===== src/hss_defines.svh =====
// Timing and width constants for the hot-swap sequencer.
`ifndef HSS_DEFINES_SVH
`define HSS_DEFINES_SVH
`define HSS_CLK_MHZ        25
`define HSS_CFG_GAP_US     128
`define HSS_CFG_GAP_CYC    ((`HSS_CFG_GAP_US * `HSS_CLK_MHZ))
`define HSS_UVOV_FLT_US    1000
`define HSS_UVOV_FLT_CYC   ((`HSS_UVOV_FLT_US * `HSS_CLK_MHZ))
`define HSS_DIS_FLT_US     1000
`define HSS_DIS_FLT_CYC    ((`HSS_DIS_FLT_US * `HSS_CLK_MHZ))
`define HSS_TEMP_FLT_US    12
`define HSS_TEMP_FLT_CYC   ((`HSS_TEMP_FLT_US * `HSS_CLK_MHZ))
`define HSS_OC_FLT_US      100
`define HSS_OC_FLT_CYC     ((`HSS_OC_FLT_US * `HSS_CLK_MHZ))
`define HSS_OC_DWELL_US    3000
`define HSS_OC_DWELL_CYC   ((`HSS_OC_DWELL_US * `HSS_CLK_MHZ))
`define HSS_PG_DLY_US      20000
`define HSS_PG_DLY_CYC     ((`HSS_PG_DLY_US * `HSS_CLK_MHZ))
`define HSS_TMR_DEF_MS     200
`define HSS_TMR_EXT_MS     1000
`define HSS_TMR_DEF_CYC    ((`HSS_TMR_DEF_MS * 1000 * `HSS_CLK_MHZ))
`define HSS_TMR_EXT_CYC    ((`HSS_TMR_EXT_MS * 1000 * `HSS_CLK_MHZ))
`define HSS_RETRY_MAX      4'ha
`define HSS_CNT_W          25
`define HSS_FLT_W          16
`endif


===== src/hss_pkg.sv =====
// Types shared by the hot-swap sequencer files.
package hss_pkg;
  typedef enum logic [2:0] {
    HSS_IDLE, HSS_CFG, HSS_START, HSS_CHARGE, HSS_PGWAIT, HSS_NORMAL, HSS_OVERCUR, HSS_LOCK
  } hss_state_type;
  typedef struct packed {
    logic uv;
    logic ov;
    logic hot;
    logic dis;
    logic oc;
  } hss_flt_type;
  typedef struct packed {
    logic switch_on;
    logic use_oc_limit;
    logic fast_discharge;
    logic pg;
    logic pg_n;
    logic overcurrent;
  } hss_out_type;
endpackage


===== src/hss_filter.sv =====
// Synchroniser and persistence filter for one monitor indication.
`timescale 1ns/1ps
`include "hss_defines.svh"
module hss_filter
  import hss_pkg::*;
#(
  parameter logic [`HSS_FLT_W-1:0] SET_CYC = 16'h0001,
  parameter logic [`HSS_FLT_W-1:0] CLR_CYC = 16'h0001,
  parameter logic                  INIT    = 1'b0
) (
  input  wire logic clk,
  input  wire logic sys_rst,
  input  wire logic raw_in,
  output logic      filt_out
);
  typedef struct packed {
    logic                  s1;
    logic                  s2;
    logic                  f;
    logic [`HSS_FLT_W-1:0] cnt;
  } hss_fst_type;
  hss_fst_type st_q, st_d;
  always_comb begin
    st_d    = st_q;
    st_d.s1 = raw_in;
    st_d.s2 = st_q.s1;
    if (st_q.s2 == st_q.f) begin
      st_d.cnt = '0;
    end else if (st_q.cnt + 16'h0001 >= (st_q.f ? CLR_CYC : SET_CYC)) begin
      st_d.f   = st_q.s2;
      st_d.cnt = '0;
    end else begin
      st_d.cnt = st_q.cnt + 16'h0001;
    end
  end
  always_ff @(posedge clk or posedge sys_rst) begin
    if (sys_rst) begin
      st_q <= '{s1: INIT, s2: INIT, f: INIT, cnt: '0};
    end else begin
      st_q <= st_d;
    end
  end
  assign filt_out = st_q.f;
endmodule


===== src/hss_sequencer.sv =====
// Sequencing and protection state machine of the hot-swap controller.
`timescale 1ns/1ps
`include "hss_defines.svh"
// What this block does
// RULE1: At reset switch is off, both power-good outputs inactive, retry count zero.
// RULE2: Disabled at power-up keeps the block idle, no start sequence; code leaves idle once lockout clears unless disable has persisted 1.0 ms.
// RULE3: After lockout clears, sample limit configs, overvoltage config 128 us later.
// RULE4: Delay-timer configuration input is read continuously, not only at start.
// RULE5: After configuration run start timer and check four start conditions.
// RULE6: Undervoltage or overvoltage faults retry forever without counting retries.
// RULE7: Overtemperature or disable during start interval restarts timer, counts retry.
// RULE8: After ten retries lock out until power cycle or disable clears count.
// RULE9: Charging starts only after conditions held full timer and count at most ten.
// RULE10: Full enhancement switches current limit from charging to overcurrent.
// RULE11: Power-good asserts 20 ms after full enhancement; retry count clears.
// RULE12: Condition violation from enhancement onward turns off and restarts timer.
// RULE13: Overcurrent beyond 100 us enters overcurrent state, regulating at limit.
// RULE14: Overcurrent lasting 3.0 ms turns switch off and restarts sequence.
// RULE15: Overcurrent clearing within dwell returns to normal, power-good kept.
// RULE16: Current above 5 A forces fast discharge and overcurrent state.
// RULE17: Disable held over 1.0 ms turns switch off and power-good off.
// RULE18: Disable released over 1.0 ms starts a new start-up sequence.
// RULE19: Undervoltage and overvoltage count only after persisting 1.0 ms.
// RULE20: Overtemperature acts only after persisting 12 us, dropping power-good.
// RULE21: Active-low power-good is always the complement of active-high.
module hss_sequencer
  import hss_pkg::*;
#(
  parameter logic [`HSS_CNT_W-1:0] START_DEF_CYC = `HSS_CNT_W'(`HSS_TMR_DEF_CYC),
  parameter logic [`HSS_CNT_W-1:0] START_EXT_CYC = `HSS_CNT_W'(`HSS_TMR_EXT_CYC),
  parameter logic [`HSS_CNT_W-1:0] PG_DLY_CYC    = `HSS_CNT_W'(`HSS_PG_DLY_CYC),
  parameter logic [`HSS_CNT_W-1:0] DWELL_CYC     = `HSS_CNT_W'(`HSS_OC_DWELL_CYC),
  parameter logic [`HSS_FLT_W-1:0] UVOV_CYC      = `HSS_FLT_W'(`HSS_UVOV_FLT_CYC),
  parameter logic [`HSS_FLT_W-1:0] DIS_CYC       = `HSS_FLT_W'(`HSS_DIS_FLT_CYC)
) (
  input  wire logic clk,
  input  wire logic sys_rst,
  input  wire logic supply_lockout,
  input  wire logic undervolt_sense,
  input  wire logic overvolt_sense,
  input  wire logic overtemp_sense,
  input  wire logic disable_sense,
  input  wire logic overcurrent_sense,
  input  wire logic short_circuit_sense,
  input  wire logic full_enhance_sense,
  input  wire logic timer_ext_cfg,
  input  wire logic undervolt_cfg,
  input  wire logic overvolt_cfg,
  input  wire logic overcurrent_limit_cfg,
  input  wire logic charge_limit_cfg,
  output logic      switch_on,
  output logic      use_oc_limit,
  output logic      fast_discharge,
  output logic      overcurrent,
  output logic      power_good_out,
  output logic      power_good_n,
  output logic      undervolt_cfg_q,
  output logic      overvolt_cfg_q,
  output logic      oc_limit_cfg_q,
  output logic      charge_cfg_q,
  output logic      locked_out
);
  typedef struct packed {
    hss_state_type         state;
    logic [`HSS_CNT_W-1:0] cnt;
    logic [3:0]            retry;
    logic                  ovc_done;
    logic [3:0]            cfg;
    logic [2:0]            s_lock;
    logic [2:0]            s_cfg;
    logic [1:0]            s_misc;
    logic [1:0]            s_sc;
    hss_out_type           o;
  } hss_st_type;
  hss_st_type st_q, st_d;
  hss_flt_type flt;
  logic start_ok;
  logic [`HSS_CNT_W-1:0] start_cyc;

  // RULE19 voltage filters
  hss_filter #(.SET_CYC(UVOV_CYC), .CLR_CYC(UVOV_CYC), .INIT(1'b1)) u_uv (
    .clk(clk), .sys_rst(sys_rst), .raw_in(undervolt_sense), .filt_out(flt.uv));
  hss_filter #(.SET_CYC(UVOV_CYC), .CLR_CYC(UVOV_CYC), .INIT(1'b0)) u_ov (
    .clk(clk), .sys_rst(sys_rst), .raw_in(overvolt_sense), .filt_out(flt.ov));
  // RULE20 temperature filter
  hss_filter #(.SET_CYC(`HSS_FLT_W'(`HSS_TEMP_FLT_CYC)), .CLR_CYC(16'h0001), .INIT(1'b0)) u_hot (
    .clk(clk), .sys_rst(sys_rst), .raw_in(overtemp_sense), .filt_out(flt.hot));
  // RULE17 disable filter
  hss_filter #(.SET_CYC(DIS_CYC), .CLR_CYC(DIS_CYC), .INIT(1'b0)) u_dis (
    .clk(clk), .sys_rst(sys_rst), .raw_in(disable_sense), .filt_out(flt.dis));
  // RULE13 overcurrent filter
  hss_filter #(.SET_CYC(`HSS_FLT_W'(`HSS_OC_FLT_CYC)), .CLR_CYC(16'h0001), .INIT(1'b0)) u_oc (
    .clk(clk), .sys_rst(sys_rst), .raw_in(overcurrent_sense), .filt_out(flt.oc));

  // RULE5 start conditions
  assign start_ok = !flt.uv && !flt.ov && !flt.hot && !flt.dis;
  // RULE4 live timer select
  assign start_cyc = st_q.s_misc[1] ? START_EXT_CYC : START_DEF_CYC;

  always_comb begin
    st_d        = st_q;
    st_d.s_lock = {st_q.s_lock[1:0], supply_lockout};
    st_d.s_cfg  = {st_q.s_cfg[1:0], 1'b0};
    st_d.s_misc = {st_q.s_misc[0], timer_ext_cfg};
    st_d.s_sc   = {st_q.s_sc[0], short_circuit_sense};
    st_d.s_cfg[0] = full_enhance_sense;
    st_d.o.fast_discharge = 1'b0;
    case (st_q.state)
      HSS_IDLE: begin
        // RULE2 hold while disabled
        if (!st_q.s_lock[2] && !flt.dis) begin
          st_d.state = HSS_CFG;
          st_d.cnt   = '0;
          // RULE3 first config sample
          st_d.cfg[3] = undervolt_cfg;
          st_d.cfg[1] = overcurrent_limit_cfg;
          st_d.cfg[0] = charge_limit_cfg;
        end
      end
      HSS_CFG: begin
        // RULE3 delayed overvoltage sample
        if (st_q.cnt + 25'h1 >= `HSS_CNT_W'(`HSS_CFG_GAP_CYC)) begin
          st_d.cfg[2] = overvolt_cfg;
          st_d.state  = HSS_START;
          st_d.cnt    = '0;
        end else begin
          st_d.cnt = st_q.cnt + 25'h1;
        end
      end
      HSS_START: begin
        if (flt.uv || flt.ov) begin
          // RULE6 unlimited voltage retries
          st_d.cnt = '0;
        end else if (flt.hot || flt.dis) begin
          // RULE7 count retry
          st_d.cnt = '0;
          if (st_q.cnt != '0) begin
            st_d.retry = st_q.retry + 4'h1;
          end
          // RULE8 lockout after ten
          if (st_q.cnt != '0 && st_q.retry >= `HSS_RETRY_MAX) begin
            st_d.state = HSS_LOCK;
          end
        end else if (st_q.cnt + 25'h1 >= start_cyc) begin
          // RULE9 begin charging
          if (st_q.retry <= `HSS_RETRY_MAX) begin
            st_d.state       = HSS_CHARGE;
            st_d.o.switch_on = 1'b1;
          end
          st_d.cnt = '0;
        end else begin
          st_d.cnt = st_q.cnt + 25'h1;
        end
      end
      HSS_CHARGE: begin
        if (st_q.s_cfg[2]) begin
          // RULE10 select overcurrent limit
          st_d.o.use_oc_limit = 1'b1;
          st_d.state          = HSS_PGWAIT;
          st_d.cnt            = '0;
        end
      end
      HSS_PGWAIT: begin
        if (st_q.cnt + 25'h1 >= PG_DLY_CYC) begin
          // RULE11 power-good and retry clear
          st_d.o.pg   = 1'b1;
          st_d.o.pg_n = 1'b0;
          st_d.retry  = '0;
          st_d.state  = HSS_NORMAL;
          st_d.cnt    = '0;
        end else begin
          st_d.cnt = st_q.cnt + 25'h1;
        end
      end
      HSS_NORMAL: begin
        // RULE13 and RULE16 overcurrent entry
        if (flt.oc || st_q.s_sc[1]) begin
          st_d.state         = HSS_OVERCUR;
          st_d.o.overcurrent = 1'b1;
          st_d.o.fast_discharge = st_q.s_sc[1];
          st_d.cnt           = '0;
        end
      end
      HSS_OVERCUR: begin
        st_d.o.fast_discharge = st_q.s_sc[1];
        if (!flt.oc && !st_q.s_sc[1]) begin
          // RULE15 recover with power-good held
          st_d.state         = HSS_NORMAL;
          st_d.o.overcurrent = 1'b0;
        end else if (st_q.cnt + 25'h1 >= DWELL_CYC) begin
          // RULE14 dwell expired
          st_d.ovc_done = 1'b1;
        end else begin
          st_d.cnt = st_q.cnt + 25'h1;
        end
      end
      HSS_LOCK: begin
        // RULE8 disable clears the count
        if (flt.dis) begin
          st_d.retry = '0;
          st_d.state = HSS_START;
          st_d.cnt   = '0;
        end
      end
      default: begin
        st_d.state = HSS_IDLE;
      end
    endcase
    // RULE12 violation after enhancement begins; RULE14 dwell shutdown; RULE17 disable.
    if ((st_q.state == HSS_CHARGE || st_q.state == HSS_PGWAIT || st_q.state == HSS_NORMAL ||
         st_q.state == HSS_OVERCUR) && (!start_ok || st_q.ovc_done)) begin
      st_d.state            = HSS_START;
      st_d.cnt              = '0;
      st_d.ovc_done         = 1'b0;
      st_d.o.switch_on      = 1'b0;
      st_d.o.use_oc_limit   = 1'b0;
      st_d.o.overcurrent    = 1'b0;
      st_d.o.fast_discharge = 1'b0;
      st_d.o.pg             = 1'b0;
      st_d.o.pg_n           = 1'b1;
    end
  end

  // RULE1 reset state
  always_ff @(posedge clk or posedge sys_rst) begin
    if (sys_rst) begin
      st_q <= '{state: HSS_IDLE, cnt: '0, retry: '0, ovc_done: 1'b0, cfg: '0,
                s_lock: 3'h7, s_cfg: '0, s_misc: '0, s_sc: '0,
                o: '{switch_on: 1'b0, use_oc_limit: 1'b0, fast_discharge: 1'b0,
                     pg: 1'b0, pg_n: 1'b1, overcurrent: 1'b0}};
    end else begin
      st_q <= st_d;
    end
  end

  assign switch_on       = st_q.o.switch_on;
  assign use_oc_limit    = st_q.o.use_oc_limit;
  assign fast_discharge  = st_q.o.fast_discharge;
  assign overcurrent     = st_q.o.overcurrent;
  assign power_good_out  = st_q.o.pg;
  assign power_good_n    = st_q.o.pg_n;
  assign undervolt_cfg_q = st_q.cfg[3];
  assign overvolt_cfg_q  = st_q.cfg[2];
  assign oc_limit_cfg_q  = st_q.cfg[1];
  assign charge_cfg_q    = st_q.cfg[0];
  assign locked_out      = (st_q.state == HSS_LOCK);

  // RULE21 complement check
  pg_complement_a: assert property (@(posedge clk) disable iff (sys_rst)
    power_good_n == !power_good_out) else $error("power-good outputs not complementary");
  // RULE12 power-good needs switch
  pg_needs_switch_a: assert property (@(posedge clk) disable iff (sys_rst)
    power_good_out |-> switch_on && use_oc_limit) else $error("power-good without switch on");
  // RULE11 power-good timing
  pg_after_enh_a: assert property (@(posedge clk) disable iff (sys_rst)
    $rose(power_good_out) |-> $past(st_q.state) == HSS_PGWAIT) else $error("power-good not from delay");
  // RULE10 limit change
  limit_change_a: assert property (@(posedge clk) disable iff (sys_rst)
    $rose(use_oc_limit) |-> $past(st_q.s_cfg[2])) else $error("limit changed without enhancement");
  // RULE9 charge gate
  charge_gate_a: assert property (@(posedge clk) disable iff (sys_rst)
    $rose(switch_on) |-> $past(st_q.retry) <= `HSS_RETRY_MAX && $past(start_ok)) else $error("bad charge start");
  // RULE17 disable shutdown
  disable_off_a: assert property (@(posedge clk) disable iff (sys_rst)
    flt.dis && switch_on |=> !switch_on && !power_good_out) else $error("switch left on while disabled");
  // RULE8 retry bound
  retry_bound_a: assert property (@(posedge clk) disable iff (sys_rst)
    st_q.retry <= `HSS_RETRY_MAX + 4'h1) else $error("retry count ran past bound");
  // RULE15 overcurrent keeps power-good
  oc_keeps_pg_a: assert property (@(posedge clk) disable iff (sys_rst)
    st_q.state == HSS_OVERCUR && !st_q.ovc_done && start_ok |-> power_good_out) else $error("power-good lost in dwell");
  // RULE11 retry clears at normal
  retry_clear_a: assert property (@(posedge clk) disable iff (sys_rst)
    $rose(power_good_out) |-> st_q.retry == 4'h0) else $error("retry not cleared");
  reach_normal_c: cover property (@(posedge clk) disable iff (sys_rst) $rose(power_good_out));
  reach_ovc_c: cover property (@(posedge clk) disable iff (sys_rst) $rose(overcurrent));
  reach_lock_c: cover property (@(posedge clk) disable iff (sys_rst) $rose(locked_out));
  ovc_recover_c: cover property (@(posedge clk) disable iff (sys_rst) $fell(overcurrent) && power_good_out);
endmodule


===== config.mk =====
export PLATFORM = sky130hd
export DESIGN_NAME = hss_sequencer
export DESIGN_NICKNAME = d
export VERILOG_FILES = /design/src/hss_pkg.sv /design/src/hss_filter.sv /design/src/hss_sequencer.sv
export VERILOG_INCLUDE_DIRS = /design/src
export SDC_FILE = /design/constraint.sdc
export NUM_CORES = 1
export LEC_CHECK = 0
export BUFFER_PORTS_ARGS = -buffer_cell sky130_fd_sc_hd__buf_4
export CAP_MARGIN = 10
export CORE_MARGIN = 5
export CORE_UTILIZATION = 65
export CTS_BUF_LIST = sky130_fd_sc_hd__clkbuf_4
export DETAILED_ROUTE_END_ITERATION = 7
export PLACE_DENSITY = 0.83
export SLEW_MARGIN = 20
export SYNTH_ARGS = -nofsm -noshare
export SYNTH_HDL_FRONTEND = slang
export SYNTH_HIERARCHICAL = 1
export SYNTH_SLANG_ARGS = --single-unit

===== constraint.sdc =====
create_clock -name clk -period 5.2 [get_ports clk]
set_clock_uncertainty 0.2 [all_clocks]
set_input_delay 0.52 -clock clk [delete_from_list [all_inputs] [get_ports clk]]
set_output_delay 0.52 -clock clk [all_outputs]
set_load 0.01 [all_outputs]

==> results of run 1 <==
[power by group through the flow]
stage                     sequential, mW  combinational [mW]  clock (mW)
after floorplan                     1.23               0.115           0
after detailed placement            1.24               0.150           0
final                               1.22               0.158       0.634
after CTS                           1.22               0.159       0.660
after global placement              1.24               0.147           0
after global routing                1.23               0.180       0.714
[worst min path at each step]
stage / startpoint / cells after the start / slack (ns) / to
3_3_place_gp: st_d[7] / 0 / 0.14 / st_q[7]
6_report: st_d[14] / 0 / 0.16 / st_d[15]
5_1_grt: u_uv/st_d[17] / 0 / 0.17 / u_uv/st_q[17]
3_5_place_dp: u_ov/st_d[17] / 0 / 0.14 / u_ov/st_q[17]
4_1_cts: u_uv/st_d[17] / 0 / 0.17 / u_uv/st_q[17]
2_1_floorplan: st_d[11] / 0 / 0.13 / st_d[12]
[cell families (layout without fill, tap and decap cells)]
logic type               Yosys count  after routing  share of synthesized area
other                              5             15                    0.00192
AND/OR/NAND/NOR                  508            508                      0.283
AO/OA/AOI/OAI                    188            188                      0.150
buffers and inverters            101            115                     0.0488
adder cells (fa/ha/maj)           28             28                     0.0359
multiplexers                      16             16                     0.0188
XOR/XNOR                          91             91                     0.0816
flip-flops                       148            148                      0.380
[sequential cells by signal, summed over array words and instances (netlist names), 6 cells and up]
signal / flops
u_dis/st_q: 17
u_uv/st_q: 17
st_d: 6
st_q: 37
u_ov/st_q: 17
u_oc/st_q: 17
u_hot/st_q: 17
[cells in the final DEF, fill, tap and decap left out, types with 20 or more instances in the layout]
master,instances
inv_1,34
buf_4,33
nor2_1,114
xnor2_1,56
xor2_1,34
nand3_1,38
dfrtp_1,141
nand2_1,153
o211ai_1,22
o21ai_0,38
ha_1,28
nor3_1,29
nand4_1,27
nor4_1,20
[worst max-delay path: cells and delay by family (launching register included)]
family,cells,cell delay (ns)
and+or+nand+nor,7,1.73
buffers and inverters,1,0.28
adders and majority gates,2,0.72
AOI/OAI and AO/OA,3,0.80
DFF,1,0.52
xor gates and xnor gates,1,0.19
[metal layers]
metal	vias to the layer above	global-route usage	share of wire
li1	3890	-	-
met1	3794	0.340	0.46
met2	210	0.391	0.47
met3	32	0.0471	0.050
met4	0	0.0727	0.016
met5	-	0	0
[metrics by stage]
| step | utilization | setup WS, ns | power, mW |
|---|---|---|---|
| after floorplan | - | 1.38 | 1.35 |
| after global placement | 0.678 | 0.901 | 1.39 |
| after detailed placement | 0.678 | 0.717 | 1.39 |
| after CTS | 0.705 | 0.691 | 2.04 |
| after global routing | 0.705 | 0.231 | 2.12 |
| final | 0.705 | 0.656 | 2.01 |
[area by class of cell]
type | count | area [um2] | area share
inverter | 36 | 135 | 0.0131
tap | 184 | 230 | 0.0223
sequential | 148 | 3710 | 0.359
multi-input combinational | 845 | 5620 | 0.544
clock inverter | 14 | 110 | 0.0107
timing repair buffer | 47 | 388 | 0.0375
clock buffer | 18 | 135 | 0.0131
antenna | 1 | 2.50 | 0.000242
[repair_timing]
| item | CTS | global route |
|---|---|---|
| gates resized for setup | 0 | 0 |
| hold buffers | 14 | 0 |
| hold endpoints to repair | 124 | 0 |
| setup endpoints to repair | 0 | 0 |
==> qor.csv, run 1 <==
stage,metric,value,unit
timing,hold-worst-slack,0.165,ns
clock_network,cts.htree.levels,4,
synth,top_cells_by_area_synth,"dfrtp_1 36%, nand2_1 5.9%, xnor2_1 5.0%, nor2_1 4.4%, ha_1 3.6%",
power_and_ir_drop,static-leakage-power,4.34,nW
clock_network,clockRootBuffer,clkbuf_4,
placement,weighted_congestion_reported_at_the_end_of_routability_driven_placement,0.958,
power_and_ir_drop,p_sw_frac,0.284,
timing,final_min_period_over_clock_period,0.874,
setup_path,launch_point_of_the_worst_reg_to_reg_path,st_q[25],
synth,synth_cell_type_count,99,
drt,dr.pass1.iters,5,
drt,route.detailed.vias_per_inst,6.13,
floorplan,area_inside_the_core_boundary,14600,um2
setup_path,crit_path_cell_trace,"ha_1, nand4_4, or4_1, nor2_1, and3_1, xor2_1, ha_1, and2_1, a221oi_1, nand2_1, o21ai_2, buf_4, nor2_4, o311ai_0",
cells_and_area,fill_count,1127,
floorplan,fp.dieW,133,um
hold_path,worst_min_delay_path_category,flip-flop to flip-flop,
floorplan,starting_density_of_the_core,0.667,
global_routing,first_global_vias,7415,
drt,dr_total_vias,7926,
synth,seq_area_frac_synth,0.380,
synth,number_of_enable_type_register_cells_in_the_synthesized_netlist,0,
floorplan,row_count,44,
synth,synth.largest_area_cell,dfrtp_1,
timing,final_setup_tns,0,ns
global_routing,global_route_usage_sum,0.245,
cells_and_area,final_cells,1293,
timing,timing.max_slew.rel_slack,0.325,
power_and_ir_drop,maximum_ir_drop_on_the_vdd_rail,0.000194,V
cells_and_area,drive_above_1_share,0.142,
setup_path,critical_path_arrival,4.79,ns
status,run_status,finished clean,
setup_path,reg2reg_slack,0.66,ns
global_routing,globalRouteOverflowTotal,0,
power_and_ir_drop,power_switching,572,uW
synth,synth_flop_cell,dfrtp_1,
clock_network,tritoncts_num_sinks,148,
drt,wl_per_cell,16.3,um
placement,placedInstanceArea,9930,um2
clock_network,tritoncts,built,
floorplan,design.portCount,26,
synth,synthCells,1085,
global_routing,grt_pass1_wl,35900,um
clock_network,post-cts-setup-buffer-count,0,
timing,min_period,4.54,ns
timing,hold_viol_final,0,
setup_path,worstSetupEndpointType,flip-flop,
power_and_ir_drop,pwr-share-comb,0.078,
clock_network,worst_skew_late_latency,0.55,ns
timing,setup_violations,0,
setup_path,rr_endpoint,st_q[27],
timing,worst-slew-pin-transition,1.01,ns
placement,place_inst,1246,
flow_run,max_cap_violations,0,
clock_network,cts-root-to-sink-buffers,2,
setup_path,worstSetupPathType,flip-flop to flip-flop,
clock_network,cts_made_buffers,17,
synth,synth.cells.most_frequent,"153 x nand2_1, 141 x dfrtp_1, 114 x nor2_1",
timing,setup_repair_after_global_routing_missed_its_margin,false,
setup_path,worst-endpoint-required,5.45,ns
synth,synth.cell_area,9760,um2
global_routing,grt_max_degree,35,
cells_and_area,fin_nets,1138,
drt,drtAntennaViolNets,0,
setup_path,timing.critical_path.from,st_q[25],
setup_path,crit_top_cell,ha_1,
placement,hpwlAfterDp,15100,um
cells_and_area,design_area,10300,um2
synth,synth.ff_latch_count,148,
floorplan,die_h,133,um
setup_path,worst-r2r-cell-count,14,
cells_and_area,syn2layout_area_growth,5.79,%
power_and_ir_drop,share_clk_of_total_power,0.315,
setup_path,critical_path_cell_with_the_highest_stage_delay,or4_1,
synth,synth.avg_cell_area,9.00,um2
synth,synthArstFlopShare,1.00,
timing,fmaxAchievable,220,MHz
floorplan,floorplan.die_area,17600,um2
clock_network,clk_pin_slew,0.14,ns
drt,drt_first_iter_violations,576,
synth,most_used_standard_cell_by_instance_count_after_synthesis,nand2_1,
synth,synth.top_cell.area_share,0.361,
power_and_ir_drop,power.share.sequential,0.607,
setup_path,critical_path.endpoint,st_q[27],
synth,ys_warn_count,6,
power_and_ir_drop,power.density_cell_area,195,nW/um2
drt,routed_wirelength,21100,um
drt,drc_errors,0,
timing,timing_max_transition_violations_final,0,
setup_path,crit_path_max_incr_delay,0.71,ns
setup_path,cp_max_fo,15,
power_and_ir_drop,cellInternalPower,1.44,mW
placement,port-buffer-count,25,
global_routing,antenna_found_initial,1,
setup_path,crit_path_start_kind,flip-flop,
(Power assumes the default switching activity.)
==> run 2: changes to the inputs <==
--- a/config.mk
+++ b/config.mk
@@ -8,11 +8,14 @@
 export LEC_CHECK = 0
 export BUFFER_PORTS_ARGS = -buffer_cell sky130_fd_sc_hd__buf_4
 export CAP_MARGIN = 10
+export CELL_PAD_IN_SITES_DETAIL_PLACEMENT = 1
+export CELL_PAD_IN_SITES_GLOBAL_PLACEMENT = 1
 export CORE_MARGIN = 5
-export CORE_UTILIZATION = 65
+export CORE_UTILIZATION = 51
 export CTS_BUF_LIST = sky130_fd_sc_hd__clkbuf_4
 export DETAILED_ROUTE_END_ITERATION = 7
-export PLACE_DENSITY = 0.83
+export PLACE_DENSITY_LB_ADDON = 0.1
+export SKIP_LAST_GASP = 1
 export SLEW_MARGIN = 20
 export SYNTH_ARGS = -nofsm -noshare
 export SYNTH_HDL_FRONTEND = slang
==> qor.csv, run 2 (synthesis gave the netlist of run 1 again) <==
stage,metric,value,unit,change
floorplan,starting_density_of_the_core,0.520,,-0.147
timing,fmaxAchievable,221,MHz,+0.62%
timing,final_setup_tns,0,ns,unchanged
global_routing,antenna_found_initial,1,,unchanged
global_routing,globalRouteOverflowTotal,0,,unchanged
floorplan,fp.dieW,148,um,+12%
clock_network,clockRootBuffer,clkbuf_4,,
placement,placedInstanceArea,9990,um2,+0.55%
power_and_ir_drop,power.density_cell_area,205,nW/um2,+5.0%
power_and_ir_drop,maximum_ir_drop_on_the_vdd_rail,0.000119,V,-39%
placement,weighted_congestion_reported_at_the_end_of_routability_driven_placement,0.830,,-13%
cells_and_area,drive_above_1_share,0.135,,-0.00698
drt,dr_total_vias,8077,,+1.9%
cells_and_area,final_cells,1341,,+3.7%
cells_and_area,largest-register,st_q,,
timing,worst-slew-pin-transition,1.09,ns,+0.0813 ns
placement,port-buffer-count,25,,unchanged
drt,drt_first_iter_violations,330,,-43%
drt,dr.pass1.iters,5,,unchanged
timing,post-route-worst-setup-slack,0.685,ns,+0.0281 ns
global_routing,grt_pass1_wl,42400,um,+18%
power_and_ir_drop,share_clk_of_total_power,0.350,,+0.035
floorplan,design.portCount,26,,unchanged
cells_and_area,design_area,10400,um2,+0.86%
hold_path,worst_min_delay_path_category,flip-flop to flip-flop,,
power_and_ir_drop,report.power.total,2.13,mW,+5.9%
power_and_ir_drop,pwr-share-comb,0.076,,-0.002
timing,setup_violations,0,,unchanged
drt,route.detailed.vias_per_inst,6.02,,-1.7%
drt,drtAntennaViolNets,0,,unchanged
power_and_ir_drop,static-leakage-power,4.36,nW,+0.47%
drt,met3WireLength,661,um,-38%
timing,setup_repair_after_global_routing_missed_its_margin,false,,
clock_network,clk_pin_slew,0.13,ns,about the same
timing,final_min_period_over_clock_period,0.868,,-0.00541
power_and_ir_drop,cellInternalPower,1.56,mW,+8.5%
drt,wl_met2,12500,um,+26%
power_and_ir_drop,p_sw_frac,0.266,,-0.0176
clock_network,post_cts_resized,0,,unchanged
timing,timing.max_slew.rel_slack,0.270,,-0.0544
placement,dpl_worst_slack,0.734,ns,+0.0177 ns
setup_path,worstSetupEndpointType,flip-flop,,
clock_network,tritoncts_num_sinks,148,,unchanged
drt,routed_wirelength,25000,um,+18%
clock_network,cts-root-to-sink-buffers,2,,unchanged
setup_path,critical_path_arrival,4.78,ns,about the same
timing,timing_max_transition_violations_final,0,,unchanged
placement,place_inst,1295,,+3.9%
global_routing,grt_max_degree,54,,+54%
cells_and_area,fin_nets,1137,,-0.088%
timing,hold_viol_final,0,,unchanged
cells_and_area,final_common_cell,nand2_1,,
floorplan,area_inside_the_core_boundary,18800,um2,+28%
power_and_ir_drop,power.share.sequential,0.574,,-0.033
drt,wl_per_cell,18.6,um,+14%
status,run_status,finished clean,,
drt,drc_errors,0,,unchanged
placement,hpwlAfterDp,18000,um,+19%
setup_path,crit_path_start_kind,flip-flop,,
cells_and_area,flip_flop_count_of_the_largest_register_after_layout,37,,unchanged
setup_path,worstSetupPathType,flip-flop to flip-flop,,
timing,min_period,4.52,ns,-0.0281 ns
flow_run,max_cap_violations,0,,unchanged
power_and_ir_drop,power_switching,568,uW,-0.68%
clock_network,tritoncts,built,,
drt,uppermost_routed_layer,met4,,
cells_and_area,fill_count,2207,,+96%
setup_path,cp_max_fo,13,,-2
global_routing,global_route_usage_sum,0.236,,-0.00889
floorplan,row_count,50,,+14%
floorplan,die_h,148,um,+12%
clock_network,worst_skew_late_latency,0.58,ns,+0.03 ns
setup_path,reg2reg_slack,0.68,ns,+0.03 ns
floorplan,floorplan.die_area,22000,um2,+25%
cells_and_area,syn2layout_area_growth,6.70,%,
clock_network,cts_made_buffers,17,,unchanged
global_routing,first_global_vias,8267,,+11%
cells_and_area,mostFrequentLayoutCells,"153 x nand2_1, 141 x dfrtp_1, 114 x nor2_1, 56 x xnor2_1",,
clock_network,cts.htree.levels,4,,unchanged
setup_path,worst-endpoint-required,5.46,ns,about the same
drt,routedLengthMet1,11400,um,+17%
==> run 2: cell count changes in the layout (fill, tap and decap cells not counted) <==
cell	previous run	this run
clkinv_1	2	9
clkinv_4	6	1
clkinvlp_4	6	2
bufinv_16	0	3
buf_4	33	32
clkbuf_4	18	17
inv_6	1	0
xor2_1	34	33
xor2_2	1	2
==> run 2: through the flow <==
stage                     hold WS (ns)  utilization
after floorplan                  0.131            -
after global placement           0.132        0.532
after detailed placement         0.136        0.532
after CTS                        0.157        0.554
after global routing             0.166        0.555
final                            0.158        0.555
==> run 2: layout make-up <==
class / instances / area (um2) / share of cell area
multi-input cells: 845 / 5620 / 0.540
clock inverters: 14 / 144 / 0.0138
well taps: 234 / 293 / 0.0281
diodes: 1 / 2.50 / 0.000240
inverters: 36 / 135 / 0.0130
flip-flops and latches: 148 / 3710 / 0.356
clock buffers: 17 / 128 / 0.0122
repair buffers: 46 / 380 / 0.0365
==> run 2: worst max-delay path, cell delays in order (launching register included) <==
cell and delay [ns]:
dfrtp_1 0.51, ha_1 0.46, nand4_4 0.22, or4_1 0.70
nor2_1 0.23, and3_1 0.20, xor2_1 0.20, ha_1 0.29
and2_1 0.15, a221oi_1 0.32, nand2_1 0.11, o21ai_2 0.15
buf_4 0.24, nor2_4 0.11, o311ai_0 0.30
==> run 2: timing repair <==
item | in CTS | in global routing
hold buffers | 14 | 0
endpoints found under the hold margin | 129 | 0
setup buffers | 0 | 0
endpoints found under the setup margin | 0 | 0
==> run 2: path summary, 6_finish.rpt <==
check | from | end | cells past startpoint
max in group asynchronous | sys_rst | st_q[39] | 4
min in group asynchronous | sys_rst | u_hot/st_q[13] | 3
min | st_d[12] | st_q[12] | 0
max reg2reg | st_q[25] | st_q[27] | 14
min reg2reg | st_d[12] | st_q[12] | 0
max | st_q[25] | st_q[27] | 14
==> run 2: metal layers <==
layer  up-vias  global-route usage
li1       3875                   -
met1      4071               0.313
met2       103               0.405
met3        28              0.0366
met4         0              0.0600
met5         -                   0
==> run 2: power by group through the flow <==
stage / clock, mW / sequential (mW) / combinational (mW)
finish: 0.745 / 1.22 / 0.163
global route: 0.830 / 1.23 / 0.187
CTS: 0.778 / 1.22 / 0.166
detailed placement: 0 / 1.24 / 0.156
global placement: 0 / 1.24 / 0.151
floorplan: 0 / 1.23 / 0.115
==> run 3: changes to the inputs <==
--- a/config.mk
+++ b/config.mk
@@ -15,6 +15,7 @@
 export CTS_BUF_LIST = sky130_fd_sc_hd__clkbuf_4
 export DETAILED_ROUTE_END_ITERATION = 7
 export PLACE_DENSITY_LB_ADDON = 0.1
+export RECOVER_POWER = 100
 export SKIP_LAST_GASP = 1
 export SLEW_MARGIN = 20
 export SYNTH_ARGS = -nofsm -noshare
==> qor.csv, run 3 (synthesis gave the netlist of run 1 again) <==
stage,metric,value,unit,change
drt,wl_per_cell,18.6,um,about the same
hold_path,timing.hold.worst_path_depth,0,,unchanged
cells_and_area,largest-register,st_q,,
drt,drtAntennaViolNets,0,,unchanged
drt,dr.pass1.iters,5,,unchanged
power_and_ir_drop,static-leakage-power,4.19,nW,-3.8%
clock_network,clockRootBuffer,clkbuf_4,,
drt,route.detailed.vias_per_inst,6.00,,-0.42%
global_routing,grt_max_degree,54,,unchanged
clock_network,clk_pin_slew,0.13,ns,about the same
floorplan,area_inside_the_core_boundary,18800,um2,unchanged
setup_path,worstSetupEndpointType,flip-flop,,
setup_path,worstSetupPathType,flip-flop to flip-flop,,
setup_path,reg2reg_slack,0.64,ns,-0.05 ns
cells_and_area,flip_flop_count_of_the_largest_register_after_layout,37,,unchanged
clock_network,cts_made_buffers,17,,unchanged
cells_and_area,syn2layout_area_growth,4.70,%,
cells_and_area,fin_nets,1137,,unchanged
timing,final_min_period_over_clock_period,0.878,,+0.00931
setup_path,cp_max_fo,23,,+10
setup_path,critical_path_arrival,4.82,ns,+0.04 ns
timing,final_setup_tns,0,ns,unchanged
floorplan,die_h,148,um,unchanged
global_routing,globalRouteOverflowTotal,0,,unchanged
setup_path,worst-r2r-cell-count,9,,-5
clock_network,post_cts_resized,0,,unchanged
drt,drt_first_iter_violations,295,,-11%
floorplan,fp.dieW,148,um,unchanged
drt,dr_total_vias,8043,,-0.42%
placement,weighted_congestion_reported_at_the_end_of_routability_driven_placement,0.830,,unchanged
power_and_ir_drop,maximum_ir_drop_on_the_vdd_rail,0.000119,V,-0.29%
timing,min_period,4.56,ns,+0.0484 ns
hold_path,worstHoldStart,st_d[12],,
timing,setup_repair_after_global_routing_missed_its_margin,false,,
floorplan,design.portCount,26,,unchanged
setup_path,crit_path_start_kind,flip-flop,,
drt,met3WireLength,511,um,-23%
timing,fmaxAchievable,219,MHz,-1.1%
cells_and_area,fill_count,2237,,+1.4%
timing,setup_violations,0,,unchanged
placement,dpl_worst_slack,0.734,ns,unchanged
cells_and_area,area.sequential,3710,um2,unchanged
drt,wl_met2,12600,um,+0.15%
placement,place_inst,1295,,unchanged
floorplan,row_count,50,,unchanged
setup_path,worst-endpoint-required,5.46,ns,about the same
flow_run,max_cap_violations,1,,+1
cells_and_area,final_common_cell,nand2_1,,
clock_network,tritoncts,built,,
setup_path,launch_point_of_the_worst_reg_to_reg_path,st_q[32],,
global_routing,first_global_vias,8267,,unchanged
cells_and_area,drive_above_1_share,0.105,,-0.0298
drt,uppermost_routed_layer,met4,,
global_routing,antenna_found_initial,1,,unchanged
cells_and_area,final_cells,1341,,unchanged
power_and_ir_drop,power.density_cell_area,208,nW/um2,+1.4%
clock_network,tritoncts_num_sinks,148,,unchanged
hold_path,worst_min_delay_path_category,flip-flop to flip-flop,,
placement,port-buffer-count,25,,unchanged
timing,timing_max_transition_violations_final,54,,+54
floorplan,floorplan.die_area,22000,um2,unchanged
clock_network,cts-root-to-sink-buffers,2,,unchanged
cells_and_area,area_of_combinational_cells_with_multiple_inputs,5470,um2,-2.7%
global_routing,global_route_usage_sum,0.236,,unchanged
clock_network,worst_skew_late_latency,0.58,ns,about the same
placement,hpwlAfterDp,18000,um,unchanged
timing,timing.max_slew.rel_slack,-1.00,,-1.27
setup_path,rr_endpoint,st_q[27],,
hold_path,worst_hold_path.endpoint,st_q[12],,
timing,post-route-worst-setup-slack,0.636,ns,-0.0484 ns
global_routing,grt_pass1_wl,42400,um,unchanged
setup_path,timing.critical_path.from,st_q[32],,
floorplan,starting_density_of_the_core,0.520,,unchanged
drt,drc_errors,0,,unchanged
timing,worst-slew-pin-transition,3.01,ns,+1.92 ns
status,run_status,finished with violations,,
timing,hold_viol_final,0,,unchanged
drt,routed_wirelength,25000,um,about the same
drt,routedLengthMet1,11500,um,+1.1%
clock_network,cts.htree.levels,4,,unchanged
cells_and_area,mostFrequentLayoutCells,"153 x nand2_1, 141 x dfrtp_1, 114 x nor2_1, 56 x xnor2_1, 43 x o21ai_0",,
status,failing_checks,"capacitance limit, slew limit",,
## run 3: cell type report
| cell class | count | share of cell area |
|---|---|---|
| inverters | 36 | 0.0132 |
| clock buffers | 17 | 0.0125 |
| repair buffers | 46 | 0.0328 |
| flip-flops and latches | 148 | 0.363 |
| multi-input cells | 845 | 0.535 |
| diodes | 1 | 0.000245 |
| clock inverters | 14 | 0.0141 |
| well taps | 234 | 0.0286 |
## run 3: power by group
part	total, mW	switching (mW)	internal (mW)
Sequential	1.22	0.0397	1.18
Clock	0.744	0.426	0.318
Combinational	0.155	0.0986	0.0562
Total	2.12	0.564	1.56
## run 3: repair_timing
action	4_1_cts	5_1_grt
endpoints found under the hold margin	129	0
hold buffers	14	0
setup buffers	0	0
## run 3: worst max-delay path by stage
stage / to / slack, ns / cells past startpoint
3_3_place_gp: st_q[27] / 0.90 / 14
2_1_floorplan: st_q[37] / 1.38 / 16
6_report: st_q[27] / 0.64 / 9
4_1_cts: st_q[27] / 0.71 / 14
3_5_place_dp: st_q[27] / 0.73 / 14
5_1_grt: st_q[33] / 0.29 / 9
## run 3: metrics by stage
stage | cell area (um2) | hold slack (ns) | utilization | total power [mW]
2_1_floorplan | 9800 | 0.131 | - | 1.35
3_3_place_gp | 9990 | 0.132 | 0.532 | 1.39
3_5_place_dp | 9990 | 0.136 | 0.532 | 1.40
4_1_cts | 10400 | 0.157 | 0.554 | 2.17
5_1_grt | 10200 | 0.166 | 0.545 | 2.24
6_report | 10200 | 0.162 | 0.545 | 2.12
## run 3: worst max-delay path, stage by stage (launching register included)
cell      delay, ns
dfrtp_1        0.56
nand3_1        0.42
or4_1          0.87
nor2_1         0.45
xnor2_1        0.18
nor4b_1        0.20
a211oi_1       0.58
o211a_4        0.48
nor2_4         0.15
o311ai_0       0.33
## run 3: routing by layer
metal | global-route usage | up-vias
li1 | - | 3874
met1 | 0.313 | 4060
met2 | 0.405 | 80
met3 | 0.0366 | 29
met4 | 0.0600 | 0
met5 | 0 | -
